`src/design/cfg_port_params.svh`:
```
`ifndef CFG_PORT_PARAMS_SVH
`define CFG_PORT_PARAMS_SVH
// ****************************************
// bus geometry
// ****************************************
`define ADDR_W 24
`define DATA_W 32
`define SHADOW_BIT 23
// ****************************************
// word offsets of the mapped locations
// ****************************************
`define CTRL_ADDR 23'h000000
`define STAT_ADDR 23'h000001
// table occupies words 0x10..0x1F, four-word stride, three mapped words per entry
`define TAB_PAGE 19'h00001
`define TAB_WORDS 2'h3
`define TAB_WIDTH 65
`define CTRL_RST 32'h00000000
// ****************************************
// response timing in core clock cycles
// ****************************************
`define NARROW_LAT 6'h04
`define MEM_LAT 6'h08
`define ACC_LAT 6'h02
`define LOAD_EXTRA 6'h10
`define TIMEOUT_CYC 7'h40
`endif

```
`src/design/cfg_port_pkg.sv`:
```
package cfg_port_pkg;
	`include "cfg_port_params.svh"

	typedef enum logic [1:0] {ST_IDLE, ST_BUSY, ST_RESP} portState_t;
	typedef enum logic [1:0] {T_NONE, T_CTRL, T_STAT, T_TAB} target_t;

	// response delay, stretched while the core is loaded
	function automatic logic [5:0] cycLat(logic [5:0] base, logic busy);
		return busy ? base + `LOAD_EXTRA : base;
	endfunction

	// little-endian word pick out of a wide value
	function automatic logic [31:0] wordOf(logic [95:0] v, logic [1:0] w);
		logic [95:0] s;
		s = v >> {w, 5'h00};
		return s[31:0];
	endfunction

	// replace one word of a wide value
	function automatic logic [95:0] putWord(logic [95:0] v, logic [1:0] w,
		logic [31:0] d);
		logic [95:0] m;
		m = {64'h0, 32'hFFFFFFFF} << {w, 5'h00};
		return (v & ~m) | ({64'h0, d} << {w, 5'h00});
	endfunction
endpackage

```
`src/design/cfg_apb_port.sv`:
```
`timescale 1ns/1ps
`include "cfg_port_params.svh"
// Operation
// - each access completes after variable delay
// - unmapped address times out with slave error
// - address bit 23 selects shadow access
// - wide table owns a full-width shadow
// - direct read also loads the shadow
// - shadow reads return the captured snapshot
// - only direct table reads and writes wait memory
// - shadow writes load; direct write commits
// - commit overwrites intervening core updates
// - wide entries step address by power two
// - lowest address holds least significant bits
module cfg_apb_port import cfg_port_pkg::*; (
	input wire logic mclk,
	input wire logic rstn,
	input wire logic psel,
	input wire logic penable,
	input wire logic pwrite,
	input wire logic [23:0] paddr,
	input wire logic [31:0] pwdata,
	output logic [31:0] prdata,
	output logic pready,
	output logic pslverr,
	input wire logic coreBusy,
	input wire logic coreWrEn,
	input wire logic [1:0] coreWrIdx,
	input wire logic [64:0] coreWrData,
	input wire logic [1:0] coreRdIdx,
	output logic [64:0] coreRdData,
	output logic [31:0] cfgCtrl
);
	localparam int NAR_RESP = 5;
	localparam int ACC_RESP = 4;
	localparam int MEM_RESP = 10;
	localparam int TMO_RESP = 65;

	logic rstMeta, rstSyncN;
	portState_t state_r;
	target_t tgt, tgt_r;
	logic [22:0] wordAddr;
	logic shadowSel, startAcc;
	logic wr_r, err_r;
	logic [6:0] toCnt_r;
	logic [5:0] narCnt_r;
	logic narDone, tabDone, tmo;
	logic [31:0] tabRd;
	// done strobe from the table, one cycle wide
	logic tabRd_v;
	logic [31:0] errCount_r;

	// ****************************************
	// reset release
	// ****************************************
	// release is synchronous so no flop sees a half-cycle reset edge
	always_ff @(posedge mclk or negedge rstn) begin
		if (!rstn) begin
			rstMeta <= 1'b0;
			rstSyncN <= 1'b0;
		end else begin
			rstMeta <= 1'b1;
			rstSyncN <= rstMeta;
		end
	end

	// ****************************************
	// address decode
	// ****************************************
	// bit 23 is a flag, not address
	assign wordAddr = paddr[22:0];
	assign shadowSel = paddr[`SHADOW_BIT];
	assign startAcc = state_r == ST_IDLE && psel && penable;

	// no range check, unused words fall through
	always_comb begin
		tgt = T_NONE;
		if (wordAddr == `CTRL_ADDR) begin
			tgt = T_CTRL;
		end else if (wordAddr == `STAT_ADDR) begin
			tgt = T_STAT;
		end else if (wordAddr[22:4] == `TAB_PAGE &&
			wordAddr[1:0] != `TAB_WORDS) begin
			tgt = T_TAB;
		end
	end

	// ****************************************
	// access sequencing
	// ****************************************
	assign narDone = state_r == ST_BUSY && narCnt_r == 6'h01 &&
		(tgt_r == T_CTRL || tgt_r == T_STAT);
	assign tabDone = state_r == ST_BUSY && tgt_r == T_TAB && tabRd_v;
	// fixed count beyond the slowest mapped path
	assign tmo = state_r == ST_BUSY && toCnt_r == `TIMEOUT_CYC - 7'h01;

	// access phase held until an answer
	always_ff @(posedge mclk or negedge rstSyncN) begin
		if (!rstSyncN) begin
			state_r <= ST_IDLE;
		end else begin
			case (state_r)
				ST_IDLE: if (startAcc) state_r <= ST_BUSY;
				ST_BUSY: if (narDone || tabDone || tmo) state_r <= ST_RESP;
				default: state_r <= ST_IDLE;
			endcase
		end
	end

	always_ff @(posedge mclk or negedge rstSyncN) begin
		if (!rstSyncN) begin
			tgt_r <= T_NONE;
			wr_r <= 1'b0;
			toCnt_r <= 7'h00;
			narCnt_r <= 6'h00;
		end else if (startAcc) begin
			tgt_r <= tgt;
			wr_r <= pwrite;
			toCnt_r <= 7'h00;
			narCnt_r <= cycLat(`NARROW_LAT, coreBusy);
		end else if (state_r == ST_BUSY) begin
			toCnt_r <= toCnt_r + 7'h01;
			narCnt_r <= narCnt_r - 6'h01;
		end
	end

	// ****************************************
	// narrow registers and answer
	// ****************************************
	// error count is visible on the status word
	always_ff @(posedge mclk or negedge rstSyncN) begin
		if (!rstSyncN) begin
			cfgCtrl <= `CTRL_RST;
			errCount_r <= 32'h0;
		end else begin
			if (narDone && wr_r && tgt_r == T_CTRL) begin
				cfgCtrl <= pwdata;
			end
			if (tmo) begin
				errCount_r <= errCount_r + 32'h1;
			end
		end
	end

	// answer data captured once, writes read back zero
	always_ff @(posedge mclk or negedge rstSyncN) begin
		if (!rstSyncN) begin
			prdata <= 32'h0;
			err_r <= 1'b0;
		end else if (state_r == ST_BUSY) begin
			err_r <= tmo;
			if (wr_r || tmo) begin
				prdata <= 32'h0;
			end else if (tabDone) begin
				prdata <= tabRd;
			end else if (narDone) begin
				prdata <= tgt_r == T_CTRL ? cfgCtrl : errCount_r;
			end
		end
	end

	assign pready = state_r == ST_RESP;
	assign pslverr = pready && err_r;

	wide_table_bank i_wide_table_bank (
		.clk(mclk),
		.rstN(rstSyncN),
		.req(startAcc && tgt == T_TAB),
		.reqWrite(pwrite),
		.reqShadow(shadowSel),
		.reqIdx(wordAddr[3:2]),
		.reqWord(wordAddr[1:0]),
		.reqWdata(pwdata),
		.loadHigh(coreBusy),
		.done(tabRd_v),
		.rdData(tabRd),
		.coreWrEn(coreWrEn),
		.coreWrIdx(coreWrIdx),
		.coreWrData(coreWrData),
		.coreRdIdx(coreRdIdx),
		.coreRdData(coreRdData)
	);
endmodule // cfg_apb_port

```
`src/design/wide_table_bank.sv`:
```
`timescale 1ns/1ps
`include "cfg_port_params.svh"
module wide_table_bank import cfg_port_pkg::*; (
	input wire logic clk,
	input wire logic rstN,
	input wire logic req,
	input wire logic reqWrite,
	input wire logic reqShadow,
	input wire logic [1:0] reqIdx,
	input wire logic [1:0] reqWord,
	input wire logic [31:0] reqWdata,
	input wire logic loadHigh,
	output logic done,
	output logic [31:0] rdData,
	input wire logic coreWrEn,
	input wire logic [1:0] coreWrIdx,
	input wire logic [64:0] coreWrData,
	input wire logic [1:0] coreRdIdx,
	output logic [64:0] coreRdData
);
	logic [95:0] acc_r;
	logic [64:0] ent_r [0:3];
	logic busy_r;
	logic [5:0] cnt_r;
	logic opWr_r, opSh_r;
	logic [1:0] opIdx_r, opWord_r;
	logic [31:0] opData_r;
	logic fire;
	logic [95:0] commitVal;

	assign fire = busy_r && cnt_r == 6'h01;
	// own word from the bus, the rest from the shadow
	assign commitVal = putWord(acc_r, opWord_r, opData_r);

	always_ff @(posedge clk or negedge rstN) begin
		if (!rstN) begin
			busy_r <= 1'b0;
			cnt_r <= 6'h00;
			opWr_r <= 1'b0;
			opSh_r <= 1'b0;
			opIdx_r <= 2'h0;
			opWord_r <= 2'h0;
			opData_r <= 32'h0;
		end else if (req) begin
			busy_r <= 1'b1;
			// shadow hits never wait for the memory
			cnt_r <= reqShadow ? `ACC_LAT : cycLat(`MEM_LAT, loadHigh);
			opWr_r <= reqWrite;
			opSh_r <= reqShadow;
			opIdx_r <= reqIdx;
			opWord_r <= reqWord;
			opData_r <= reqWdata;
		end else if (fire) begin
			busy_r <= 1'b0;
		end else if (busy_r) begin
			cnt_r <= cnt_r - 6'h01;
		end
	end

	always_ff @(posedge clk or negedge rstN) begin
		if (!rstN) begin
			acc_r <= 96'h0;
		end else if (fire && !opWr_r && !opSh_r) begin
			acc_r <= {31'h0, ent_r[opIdx_r]};
		end else if (fire && opWr_r && opSh_r) begin
			acc_r <= putWord(acc_r, opWord_r, opData_r);
		end
	end

	// commit overrides a same-cycle core update
	always_ff @(posedge clk or negedge rstN) begin
		if (!rstN) begin
			for (int i = 0; i < 4; i++) begin
				ent_r[i] <= 65'h0;
			end
		end else begin
			if (coreWrEn) begin
				ent_r[coreWrIdx] <= coreWrData;
			end
			if (fire && opWr_r && !opSh_r) begin
				ent_r[opIdx_r] <= commitVal[64:0];
			end
		end
	end

	always_ff @(posedge clk or negedge rstN) begin
		if (!rstN) begin
			rdData <= 32'h0;
			done <= 1'b0;
			coreRdData <= 65'h0;
		end else begin
			done <= fire;
			coreRdData <= ent_r[coreRdIdx];
			if (fire && !opWr_r) begin
				rdData <= opSh_r ? wordOf(acc_r, opWord_r) :
					wordOf({31'h0, ent_r[opIdx_r]}, opWord_r);
			end
		end
	end
endmodule // wide_table_bank

```
`config.mk`:
```
export PLATFORM = sky130hd
export DESIGN_NAME = cfg_apb_port
export DESIGN_NICKNAME = d
export VERILOG_FILES = /design/src/design/cfg_port_pkg.sv /design/src/design/cfg_apb_port.sv /design/src/design/wide_table_bank.sv
export VERILOG_INCLUDE_DIRS = /design/src /design/src/design
export SDC_FILE = /design/constraint.sdc
export NUM_CORES = 1
export LEC_CHECK = 0
export ABC_AREA = 1
export BUFFER_PORTS_ARGS = -buffer_cell sky130_fd_sc_hd__buf_2
export CAP_MARGIN = 30
export CORE_MARGIN = 2
export CORE_UTILIZATION = 40
export DETAILED_ROUTE_END_ITERATION = 8
export PLACE_DENSITY = 0.58
export SLEW_MARGIN = 0
export SYNTH_ARGS = -nofsm -noshare
export SYNTH_HDL_FRONTEND = slang
export SYNTH_SLANG_ARGS = --single-unit
```
`constraint.sdc`:
```
create_clock -name mclk -period 20.5 [get_ports mclk]
set_input_delay 4.1 -clock mclk [delete_from_list [all_inputs] [get_ports mclk]]
set_output_delay 4.1 -clock mclk [all_outputs]
set_load 0.05 [all_outputs]
```
Word-level counts from Yosys, hierarchy flattened
Cells that the tools add are included.
{ "word_totals": {"rom_bits": 0, "output_inout_bits": 131, "latchBits": 0, "mem_bits_rw": 0, "reg_bits": 616, "mem_count": 0} }
{ "op_classes": {"mul": 0, "n_div": 0, "bitwise": 6, "add_sub_neg": 4, "mux": 39, "reduce_logical": 36, "n_eq_ne": 15, "magnitude_cmp": 5, "shift": 4} }
{ "op_table": {"columns": ["operator", "n"], "rows": [
  ["bitwise mux 260 bit", 2],
  ["two-way mux 260 bit", 2],
  ["two-way mux 65 bit", 6],
  ["binary-select mux 65 bit (select 2 bit)", 2],
  ["demux 65 bit (select 2 bit)", 2],
  ["two-way mux 96 bit", 2],
  ["two-way mux 32 bit", 5],
  ["bitwise AND 96 bit", 1],
  ["inverter 96 bit", 1],
  ["OR 96 bit", 1],
  ["left shift 32 x 7 -> 96 bit", 1],
  ["left shift 32 x 7 -> 96 bit, first input constant", 1],
  ["right shift 96 x 7 -> 32 bit", 1],
  ["right shift 65 x 7 -> 32 bit", 1],
  ["two-way mux 6 bit", 6],
  ["adder 32 x 1 -> 32 bit, second input constant", 1],
  ["== test 23 x 1 -> 1 bit, second input constant", 1],
  ["logical NOT 23 bit", 1],
  ["logical AND 1 bit", 20],
  ["== test 19 x 1 -> 1 bit, second input constant", 1],
  ["two-way mux 7 bit", 2],
  ["== test 6 x 1 -> 1 bit, second input constant", 2],
  ["subtractor 6 x 1 -> 6 bit, second input constant", 2],
  ["two-way mux 2 bit", 5],
  ["18 further kinds", 40]
]} }

Depth between registers and ports, before layout
Gate-level depths: netlist (run 1).
{ "depth": {"ltp_word": 9, "ltp_mapped": 12, "ltp_nobuf": 11} }

By module
From an unflattened synthesis (run 1), not the netlist that was laid out.
{ "unflattened": {"hier_cells": 5169, "hier_area_um2": 35196.3} }
{ "modules_own_cells": {"columns": ["mod", "n_inst", "cells_per_inst", "area_each_um2"], "rows": [
  ["wide_table_bank", 1, 4257, 28661.2],
  ["cfg_apb_port", 1, 912, 6535.0]
]} }

Least setup slack after synthesis (run 1)
OpenSTA, ideal clock, no wires.
{ "synth_timing": {"path_type": "reg-to-output", "startpoint": "reg state_r[0]", "endpoint": "out pslverr", "path_slack_ns": 14.891, "t_arrival_ns": 1.509, "path_buffers": 0, "stages_incl_launch_ff": 2, "cell_sequence": "dfrtp_1 nor3_1"} }
{ "synth_via": {"elab_chain_cells": 2} }
{ "synth_rtl": {"columns": ["item", "line", "text"], "rows": [
  ["from (decl)", "cfg_apb_port.sv:40", "portState_t state_r;"],
  ["from (signal assigned)", "cfg_apb_port.sv:100", "state_r <= ST_IDLE;"],
  ["from (signal assigned)", "cfg_apb_port.sv:103", "ST_IDLE: if (startAcc) state_r <= ST_BUSY;"],
  ["from (signal assigned)", "cfg_apb_port.sv:104", "ST_BUSY: if (narDone || tabDone || tmo) state_r <= ST_RESP;"],
  ["== test 2 bit", "cfg_apb_port.sv:162", "assign pready = state_r == ST_RESP;"],
  ["logical AND 1 bit", "cfg_apb_port.sv:163", "assign pslverr = pready && err_r;"],
  ["to (decl)", "cfg_apb_port.sv:25", "output logic pslverr,"]
]} }
Every way passes these cells.

Final worst setup path (run 1)
{ "layout_timing": {"startpoint": "in coreRdIdx[0]", "endpoint": "reg i_wide_table_bank.coreRdData[64]"} }
{ "layout_via": {"elab_chain_cells": 4} }
{ "layout_rtl": {"columns": ["item", "line", "text"], "rows": [
  ["from (decl)", "cfg_apb_port.sv:30", "input wire logic [1:0] coreRdIdx,"],
  ["inverter 2 -> 3 bit (implied by the code)", "wide_table_bank.sv:93", "coreRdData <= ent_r[coreRdIdx];"],
  ["binary-select mux 65 bit (select 2 bit)", "wide_table_bank.sv:93", null],
  ["two-way mux 65 bit (implied by the code) (2 in series)", "wide_table_bank.sv:93", null],
  ["to (signal assigned)", "wide_table_bank.sv:93", null],
  ["to (decl)", "wide_table_bank.sv:19", "output logic [64:0] coreRdData"]
]} }
Every way passes these cells. The select of a mux whose other input is x is not followed.
A chain may end at the register's enable or synchronous reset.

==> impl_metrics.toml, run 1 <==
[timing]
clock-skew-final_ns = 0.0255
fin_crit_ns = 6.28
rsz0062_at_grt = "no"
timing.final.crit_share = 0.306
slew_headroom = 0.274
fin_setup_tns_ns = 0
fmax_mhz = 159
setup_viol = 0
drv_slew = 0
hold_ws_ns = 0.307
hold_viol_final = 0
tightestPinTransition_ns = 1.08

[grt]
grt.overflow.total = 0
antenna_found_initial = 1
grt_util_all_layers = 0.285
grt_max_degree = 133
grt_pass1_vias = 28400
grt_pass1_wl_mm = 181

[critical_path]
rr_startpoint = "i_wide_table_bank.opSh_r"
ff2ff_path_depth = 10
path_cells = "buf_4 > clkinv_2 > buf_4 > o21ai_0 > a21oi_1 > a21oi_1"
crit_slowest_cell = "clkinv_2"
max_stage_delay_ns = 0.91
cp_max_fo = 78
cp-end-kind = "flip-flop"
reg2reg_slack_ns = 16.87
worst_ep_arrival_time_ns = 6.82
start_kind = "primary input"
timing.rr.end = "i_wide_table_bank.acc_r[27]"
critPathKind = "primary input to flip-flop"
crit_required_ns = 21.04

[status]
outcome = "completed"

[pwr]
intPower_mw = 2.45
total_power_mw = 3.81
p_leak_nw = 17.7
p_per_area_nw_per_um2 = 102
switching_share = 0.357
p_sw_mw = 1.36
seq_power_share = 0.410
vdd_drop_max_mv = 0.0920
pwr-share-comb = 0.250
p_clk_frac = 0.340

[synth]
postSynthAreaPerCell_um2 = 7.42
ys_ff_latch = 616
synthFlopType = "dfrtp_1"
netlist_area_um2 = 32600
synth_fp_nets = 4530
async_reset_ff_frac = 1.00
ys_types = 40
synth.yosys.seq_area_share = 0.473
yosys_warnings = 0
synthesis.instances = 4390
synth-edff-count = 0

[route]
drc = 0
ant_nets = 0
via_count = 30800
dr.first_iter.drc_count = 3189
wl_per_cell_um = 21.4
drt_wl_total_mm = 120
dr.pass1.iters = 5
via_per_inst = 5.47

[final_layout]
drive_gt1_frac = 0.108
instances_no_fill = 5619
final_cell_mix = "1486 x nand2_1, 710 x o21ai_0, 615 x dfrtp_1"
areaGrowthSynthToFinish_pct = 14.1
final_common_cell = "nand2_1"
final_net_count = 4645
post-route-util = 0.462

[place]
gp_congestion = 0.894
dp.cells = 5486
hpwl_mm = 77.6
port_buffers = 262

[floorplan]
num_rows = 104
die_w_um = 289
initial_core_util = 0.405
die_y_um = 289
die-area_um2 = 83800
core_um2 = 80500
io_pins = 263

[clocking]
insertion_delay_ns = 0.62
cts.hold.buffers_added = 0
cts_tree = "yes"
clk_pin_slew_ns = 0.06
ctsResizeCount = 0
cts-htree-levels = 3
cts-root-buf = "clkbuf_16"
numClockSinks = 616
cts_buffers = 73
postCtsSetupBuffers = 0
clockBufferDepth = 3

[worst_hold_path]
hold_class = "flip-flop to async pin"

[flow_run]
maxCapViolations = 0
[state kept, by name, summed over array words and instances, names as in the netlist]
| signal | count |
|---|---|
| i_wide_table_bank.ent_r | 260 |
| i_wide_table_bank.acc_r | 96 |
| i_wide_table_bank.coreRdData | 65 |
| cfgCtrl | 32 |
| errCount_r | 32 |
| i_wide_table_bank.opData_r | 32 |
| i_wide_table_bank.rdData | 32 |
| prdata | 32 |
| toCnt_r | 7 |
| i_wide_table_bank.cnt_r | 6 |
| narCnt_r | 6 |
| i_wide_table_bank.opIdx_r | 2 |
| i_wide_table_bank.opWord_r | 2 |
| state_r | 2 |
| tgt_r | 2 |
| err_r | 1 |
| i_wide_table_bank.busy_r | 1 |
| i_wide_table_bank.done | 1 |
| i_wide_table_bank.opSh_r | 1 |
| i_wide_table_bank.opWr_r | 1 |
| rstMeta | 1 |
| rstSyncN | 1 |
| wr_r | 1 |
[logic make-up (layout without fill, tap and decap cells)]
logic type               Yosys count  count (layout)  share of synthesized area
other                              1               2                   0.000115
flip-flops                       616             616                      0.473
buffers and inverters            557             725                     0.0663
XOR/XNOR                          24              24                    0.00645
multiplexers                       6               6                    0.00184
AO/OA/AOI/OAI                   1219            1219                      0.212
AND/OR/NAND/NOR                 1959            1959                      0.237
adder cells (fa/ha/maj)            8               8                    0.00307
[synth_stat cells, drive strengths merged, types with 13 or more instances]
| library cell | instances | area, µm² |
|---|---|---|
| clkbuf | 231 | 867 |
| dfrtp | 616 | 15400 |
| o21a | 193 | 1450 |
| nand4 | 21 | 146 |
| nand2 | 1489 | 5590 |
| or2 | 13 | 81.3 |
| o211ai | 15 | 113 |
| o21ai | 724 | 3630 |
| nand3 | 138 | 708 |
| xor2 | 24 | 210 |
| a21oi | 133 | 666 |
| nor2 | 274 | 1060 |
| buf | 67 | 320 |
| inv | 255 | 957 |
| nor3 | 16 | 85.1 |
| o22ai | 74 | 463 |
| a22oi | 59 | 443 |
[layer usage]
layer | routed length (µm) | up-vias | GRT usage
li1 | - | 14600 | -
met1 | 52300 | 14600 | 0.402
met2 | 53200 | 1325 | 0.434
met3 | 9720 | 220 | 0.0483
met4 | 5010 | 0 | 0.114
met5 | 0 | - | 0
[worst max-delay path by stage]
stage / slack, ns / start / endpoint / depth (start not counted)
floorplan: 2.06 / rstSyncN / cfgCtrl[0] / 0
global placement: 13.67 / coreRdIdx[0] / i_wide_table_bank.coreRdData[15] / 6
detailed placement: 13.66 / coreRdIdx[0] / i_wide_table_bank.coreRdData[64] / 6
CTS: 14.30 / coreRdIdx[0] / i_wide_table_bank.coreRdData[64] / 6
global route: 14.03 / coreRdIdx[0] / i_wide_table_bank.coreRdData[4] / 6
finish: 14.22 / coreRdIdx[0] / i_wide_table_bank.coreRdData[64] / 6
[worst max-delay path, delay by kind of cell]
family / cells / cell delay, ns
AOI/OAI and AO/OA: 3 / 0.51
buffers and inverters: 3 / 2.12
[area by class of cell]
class | instances | area (µm²)
Tap cell | 1060 | 1330
Sequential cell | 616 | 15400
Multi-Input combinational cell | 3217 | 15100
Clock inverter | 14 | 109
Timing Repair Buffer | 338 | 1980
Inverter | 259 | 980
Clock buffer | 114 | 2220
Fill cell | 8062 | 43400
Antenna cell | 1 | 2.50
[power by group through the flow]
stage	clock network [mW]	registers (mW)	logic, mW
after floorplan	0	1.80	0.442
after global placement	0	1.58	0.934
after detailed placement	0	1.58	0.949
after CTS	1.31	1.56	0.951
after global routing	1.36	1.58	1.06
final	1.29	1.56	0.954
[stage by stage]
stage	setup WS (ns)	instance area [µm²]
6_report	14.22	37200
2_1_floorplan	2.06	32600
5_1_grt	14.03	37200
4_1_cts	14.30	37100
3_5_place_dp	13.66	34800
3_3_place_gp	13.67	34600
Note: power is estimated with default switching activity, not from simulation.
==> run 2, diff against run 1 <==
--- a/config.mk
+++ b/config.mk
@@ -6,7 +6,7 @@
 export SDC_FILE = /design/constraint.sdc
 export NUM_CORES = 1
 export LEC_CHECK = 0
-export ABC_AREA = 1
+export ABC_AREA = 0
 export BUFFER_PORTS_ARGS = -buffer_cell sky130_fd_sc_hd__buf_2
 export CAP_MARGIN = 30
 export CORE_MARGIN = 2
==> constraint.sdc (replaced) <==
create_clock -name mclk -period 6.28 [get_ports mclk]
set_input_delay 1.256 -clock mclk [delete_from_list [all_inputs] [get_ports mclk]]
set_output_delay 1.256 -clock mclk [all_outputs]
set_load 0.05 [all_outputs]
==> impl_metrics.toml, run 2 <==
[synth]
ys_types = 58
synth_fp_nets = 2552
netlist_area_um2 = 31600
synthTopCellsByCount = "653 x mux2i_1, 616 x dfrtp_1, 153 x nor2_1"
synth.yosys.seq_area_share = 0.487
async_reset_ff_frac = 1.00
yosys_warnings = 0
synthFlopType = "dfrtp_1"
synthesis.instances = 2412
postSynthAreaPerCell_um2 = 13.1
synth.most_common_cell = "mux2i_1"
synth_top_cell_by_area = "dfrtp_1"
synth-edff-count = 0
yosys-top-cells-area = "dfrtp_1 49%, mux2i_1 21%, mux4_2 9.3%, mux2_2 3.2%, nor2_1 1.8%"
yosys.area.top_type_share = 0.487
ys_ff_latch = 616

[route]
via_count = 21400
wl_per_cell_um = 26.2
drc = 0
dr.pass1.iters = 6
dr.first_iter.drc_count = 1669
drt_wl_total_mm = 97.6
ant_nets = 0
via_per_inst = 5.75

[final_layout]
largest_register = "i_wide_table_bank.ent_r"
areaGrowthSynthToFinish_pct = 15.3
reg.largest.list = "i_wide_table_bank.ent_r (260), i_wide_table_bank.acc_r (96), i_wide_table_bank.coreRdData (65)"
final_net_count = 2748
multi_input_area_um2 = 15400
drive_gt1_frac = 0.269
largest_reg_flops = 260
instances_no_fill = 3719
final_common_cell = "mux2i_1"
final_cell_mix = "653 x mux2i_1, 612 x dfrtp_1, 261 x buf_2"
fillerInstances = 7065
register_area_um2 = 15400

[timing]
fin_crit_ns = 3.34
tightestPinTransition_ns = 1.03
rsz0062_at_grt = "no"
timing.final.crit_share = 0.531
fmax_mhz = 300
drv_slew = 0
hold_viol_final = 0
clock-skew-final_ns = 0.0197
setup_viol = 0
slew_headroom = 0.311
fin_setup_tns_ns = 0

[clocking]
insertion_delay_ns = 0.61
numClockSinks = 616
cts_tree = "yes"
ctsResizeCount = 0
cts_buffers = 73
postCtsSetupBuffers = 0
cts-root-buf = "clkbuf_16"
clockBufferDepth = 3
cts-htree-levels = 3
cts.hold.buffers_added = 0
clk_pin_slew_ns = 0.06

[pwr]
total_power_mw = 12.0
vdd_drop_max_mv = 0.210
p_leak_nw = 16.7
p_per_area_nw_per_um2 = 330

[place]
hpwl_mm = 63.9
dp.cells = 3580
port_buffers = 262
gp_congestion = 0.848

[floorplan]
die-area_um2 = 81300
die_w_um = 285
io_pins = 263
die_y_um = 285
core_um2 = 78600
num_rows = 103
initial_core_util = 0.402

[critical_path]
crit_required_ns = 6.78
timing.rr.end = "i_wide_table_bank.acc_r[8]"
rr_startpoint = "i_wide_table_bank.opWord_r[0]"
cp-end-kind = "flip-flop"
cp_max_fo = 50
worst_ep_arrival_time_ns = 3.83
critPathKind = "flip-flop to flip-flop"
reg2reg_slack_ns = 2.94
cp-startpoint = "i_wide_table_bank.opWord_r[0]"
start_kind = "flip-flop"
crit_end = "i_wide_table_bank.acc_r[8]"
ff2ff_path_depth = 6

[grt]
grt_pass1_wl_mm = 148
antenna_found_initial = 8
grt_util_all_layers = 0.240
grt_pass1_vias = 22700
grt_max_degree = 170
grt.overflow.total = 0

[status]
outcome = "completed"

[flow_run]
maxCapViolations = 0

[worst_hold_path]
hold_class = "flip-flop to async pin"
-- run 2: cell type report --
class                           count  area share
Sequential cell                   616       0.423
Tap cell                         1050      0.0360
Clock inverter                     21     0.00683
Timing Repair Buffer              308      0.0501
Inverter                            7    0.000721
Multi-Input combinational cell   1602       0.422
Clock buffer                      110      0.0606
Antenna cell                        5    0.000343
-- run 2: worst max-delay path, cell delays in order (launching register included) --
cell,delay [ns]
dfrtp_4,0.61
buf_4,0.42
nor2_4,0.52
buf_4,0.51
mux2i_1,0.69
nor2_1,0.10
a221o_1,0.28
-- run 2: logic make-up (layout without fill, tap and decap cells) --
| kind of cell | after synthesis | count (layout) | synth area share |
|---|---|---|---|
| other | 1 | 6 | 0.000119 |
| AO/OA/AOI/OAI | 275 | 275 | 0.0707 |
| AND/OR/NAND/NOR | 390 | 390 | 0.0618 |
| adder cells (fa/ha/maj) | 8 | 8 | 0.00317 |
| multiplexers | 886 | 886 | 0.336 |
| XOR/XNOR | 42 | 42 | 0.0116 |
| flip-flops | 616 | 616 | 0.487 |
| buffers and inverters | 194 | 446 | 0.0292 |
-- run 2: per-layer routing --
layer	wire (µm)	up-vias	GRT usage
li1	-	9373	-
met1	40100	11300	0.305
met2	49600	521	0.411
met3	3530	178	0.0299
met4	4240	4	0.105
met5	23	-	0
-- run 2: power by group --
| part | switching [mW] | internal (mW) | total [mW] |
|---|---|---|---|
| combinational | 1.43 | 0.994 | 2.42 |
| sequential | 0.569 | 4.66 | 5.23 |
| clock | 1.74 | 2.64 | 4.38 |
| total | 3.74 | 8.30 | 12.0 |
-- run 2: worst min-delay path by stage --
| stage | start | endpoint | slack (ns) | depth (start not counted) |
|---|---|---|---|---|
| 6_report | rstSyncN | i_wide_table_bank.coreRdData[57] | 0.18 | 0 |
| 3_3_place_gp | rstMeta | rstSyncN | 0.34 | 0 |
| 4_1_cts | rstMeta | rstSyncN | 0.35 | 0 |
| 5_1_grt | rstSyncN | i_wide_table_bank.coreRdData[57] | 0.20 | 0 |
| 3_5_place_dp | rstMeta | rstSyncN | 0.34 | 0 |
| 2_1_floorplan | rstMeta | rstSyncN | 0.33 | 0 |
-- run 2: metrics by stage --
step	area (µm²)	hold WS, ns	setup WS [ns]	utilization
CTS	36400	0.354	3.03	0.463
global placement	33800	0.337	2.95	0.430
global route	36500	0.199	2.88	0.464
floorplan	31600	0.331	0.310	-
detailed placement	33900	0.341	2.89	0.432
finish	36500	0.184	2.94	0.464
==> run 3, diff against run 2 <==
--- a/config.mk
+++ b/config.mk
@@ -12,7 +12,7 @@
 export CORE_MARGIN = 2
 export CORE_UTILIZATION = 40
 export DETAILED_ROUTE_END_ITERATION = 8
-export PLACE_DENSITY = 0.58
+export PLACE_DENSITY = 0.6
 export SLEW_MARGIN = 0
 export SYNTH_ARGS = -nofsm -noshare
 export SYNTH_HDL_FRONTEND = slang
==> constraint.sdc (replaced) <==
create_clock -name mclk -period 2.8 [get_ports mclk]
set_input_delay 0.56 -clock mclk [delete_from_list [all_inputs] [get_ports mclk]]
set_output_delay 0.56 -clock mclk [all_outputs]
set_load 0.05 [all_outputs]
==> impl_metrics.toml, run 3 (same netlist as run 2, synthesis figures left out) <==
[timing]
fin_crit_ns = 2.46
clock-skew-final_ns = 0.0280
drv_slew = 0
timing.final.crit_share = 0.880
setup_viol = 0
fin_setup_tns_ns = 0
slew_headroom = 0.405
tightestPinTransition_ns = 0.892
rsz0062_at_grt = "no"
fmax_mhz = 406
hold_ws_ns = 0.189
hold_viol_final = 0

[floorplan]
io_pins = 263
die_w_um = 285
initial_core_util = 0.402
die-area_um2 = 81300
num_rows = 103
die_y_um = 285
core_um2 = 78600

[pwr]
total_power_mw = 26.9
seq_power_share = 0.442
switching_share = 0.317
p_sw_mw = 8.53
vdd_drop_max_mv = 0.412
p_leak_nw = 17.0
intPower_mw = 18.4
p_per_area_nw_per_um2 = 723
p_clk_frac = 0.351
pwr-share-comb = 0.207

[clocking]
cts-root-buf = "clkbuf_16"
postCtsSetupBuffers = 0
clockBufferDepth = 3
clk_pin_slew_ns = 0.06
insertion_delay_ns = 0.64
ctsResizeCount = 0
cts.hold.buffers_added = 1
cts-htree-levels = 3
numClockSinks = 616
cts_buffers = 72
cts_tree = "yes"

[critical_path]
max_stage_delay_ns = 0.46
cp-end-kind = "flip-flop"
worst_ep_arrival_time_ns = 3.00
crit_required_ns = 3.33
start_kind = "flip-flop"
timing.rr.end = "i_wide_table_bank.ent_r[183]"
ff2ff_path_depth = 7
path_cells = "inv_1 > ha_1 > nor3b_1 > nand3_1 > nor3b_2 > buf_12 > mux2i_1"
cp_top_family = "simple AND/OR/NAND/NOR gates"
cp_max_fo = 52
critPathKind = "flip-flop to flip-flop"
rr_startpoint = "i_wide_table_bank.cnt_r[1]"
crit_slowest_cell = "buf_12"
cp-startpoint = "i_wide_table_bank.cnt_r[1]"
crit_buf_inv = 2
reg2reg_slack_ns = 0.34

[worst_hold_path]
min_from = "pwrite"
min_to = "wr_r"
hold_path_depth = 3
hold_class = "primary input to flip-flop"

[route]
via_per_inst = 5.82
drc = 0
ant_nets = 0
wl_per_cell_um = 26.8
dr.first_iter.drc_count = 1465
dr.pass1.iters = 5
via_count = 22100
drt_wl_total_mm = 102

[final_layout]
post-route-util = 0.474
drive_gt1_frac = 0.285
largest_reg_flops = 260
reg.largest.list = "i_wide_table_bank.ent_r (260), i_wide_table_bank.acc_r (96), i_wide_table_bank.coreRdData (65)"
largest_register = "i_wide_table_bank.ent_r"
fin_area_um2 = 37300
areaGrowthSynthToFinish_pct = 17.8
final_net_count = 2822
final_cell_mix = "653 x mux2i_1, 612 x dfrtp_1, 260 x buf_2"
final_common_cell = "mux2i_1"

[place]
gp_congestion = 0.839
hpwl_mm = 69.8
place_area_um2 = 34900
port_buffers = 262

[grt]
grt_max_degree = 114
grt_util_all_layers = 0.250
antenna_found_initial = 16
grt_pass1_vias = 23700
grt.overflow.total = 0
grt_pass1_wl_mm = 154

[status]
outcome = "completed"

[flow_run]
maxCapViolations = 0
run 3: layout make-up:
class / count / area, µm²
repair buffers: 383 / 2740
well taps: 1050 / 1310
flip-flops and latches: 616 / 15400
multi-input cells: 1602 / 15400
fillers: 7023 / 41400
diodes: 7 / 17.5
clock buffers: 113 / 2110
inverters: 7 / 26.3
clock inverters: 19 / 250
run 3: worst min-delay path: cells and delay by family:
| family | cells | cell delay, ns |
|---|---|---|
| buffers and inverters | 1 | 0.11 |
| AND/OR/NAND/NOR | 2 | 0.10 |
run 3: metrics by stage:
| stage | setup slack (ns) | cells |
|---|---|---|
| detailed placement | 0.370 | 3657 |
| finish | 0.337 | 3797 |
| global placement | 0.303 | 3655 |
| global route | 0.202 | 3795 |
| floorplan | -3.17 | 2412 |
| CTS | 0.349 | 3790 |
run 3: worst max path at each step:
stage / end / depth (start not counted)
after CTS: i_wide_table_bank.ent_r[158] / 7
after global routing: i_wide_table_bank.ent_r[68] / 8
after detailed placement: i_wide_table_bank.ent_r[68] / 8
after floorplan: cfgCtrl[0] / 0
after global placement: i_wide_table_bank.acc_r[59] / 7
final: i_wide_table_bank.ent_r[183] / 7
run 3: power groups by stage:
stage / combinational, mW / sequential, mW / clock [mW]
2_1_floorplan: 3.11 / 12.3 / 0
3_3_place_gp: 5.43 / 12.0 / 0
3_5_place_dp: 5.61 / 12.1 / 0
4_1_cts: 5.63 / 11.9 / 9.65
5_1_grt: 6.05 / 12.1 / 10.0
6_report: 5.56 / 11.9 / 9.46
run 3: metal layers:
metal	global-route usage	vias up	routed length [µm]
met5	0	-	57
met4	0.115	10	4730
met3	0.0409	226	4760
met2	0.444	677	53400
met1	0.297	11600	38900
li1	-	9584	-
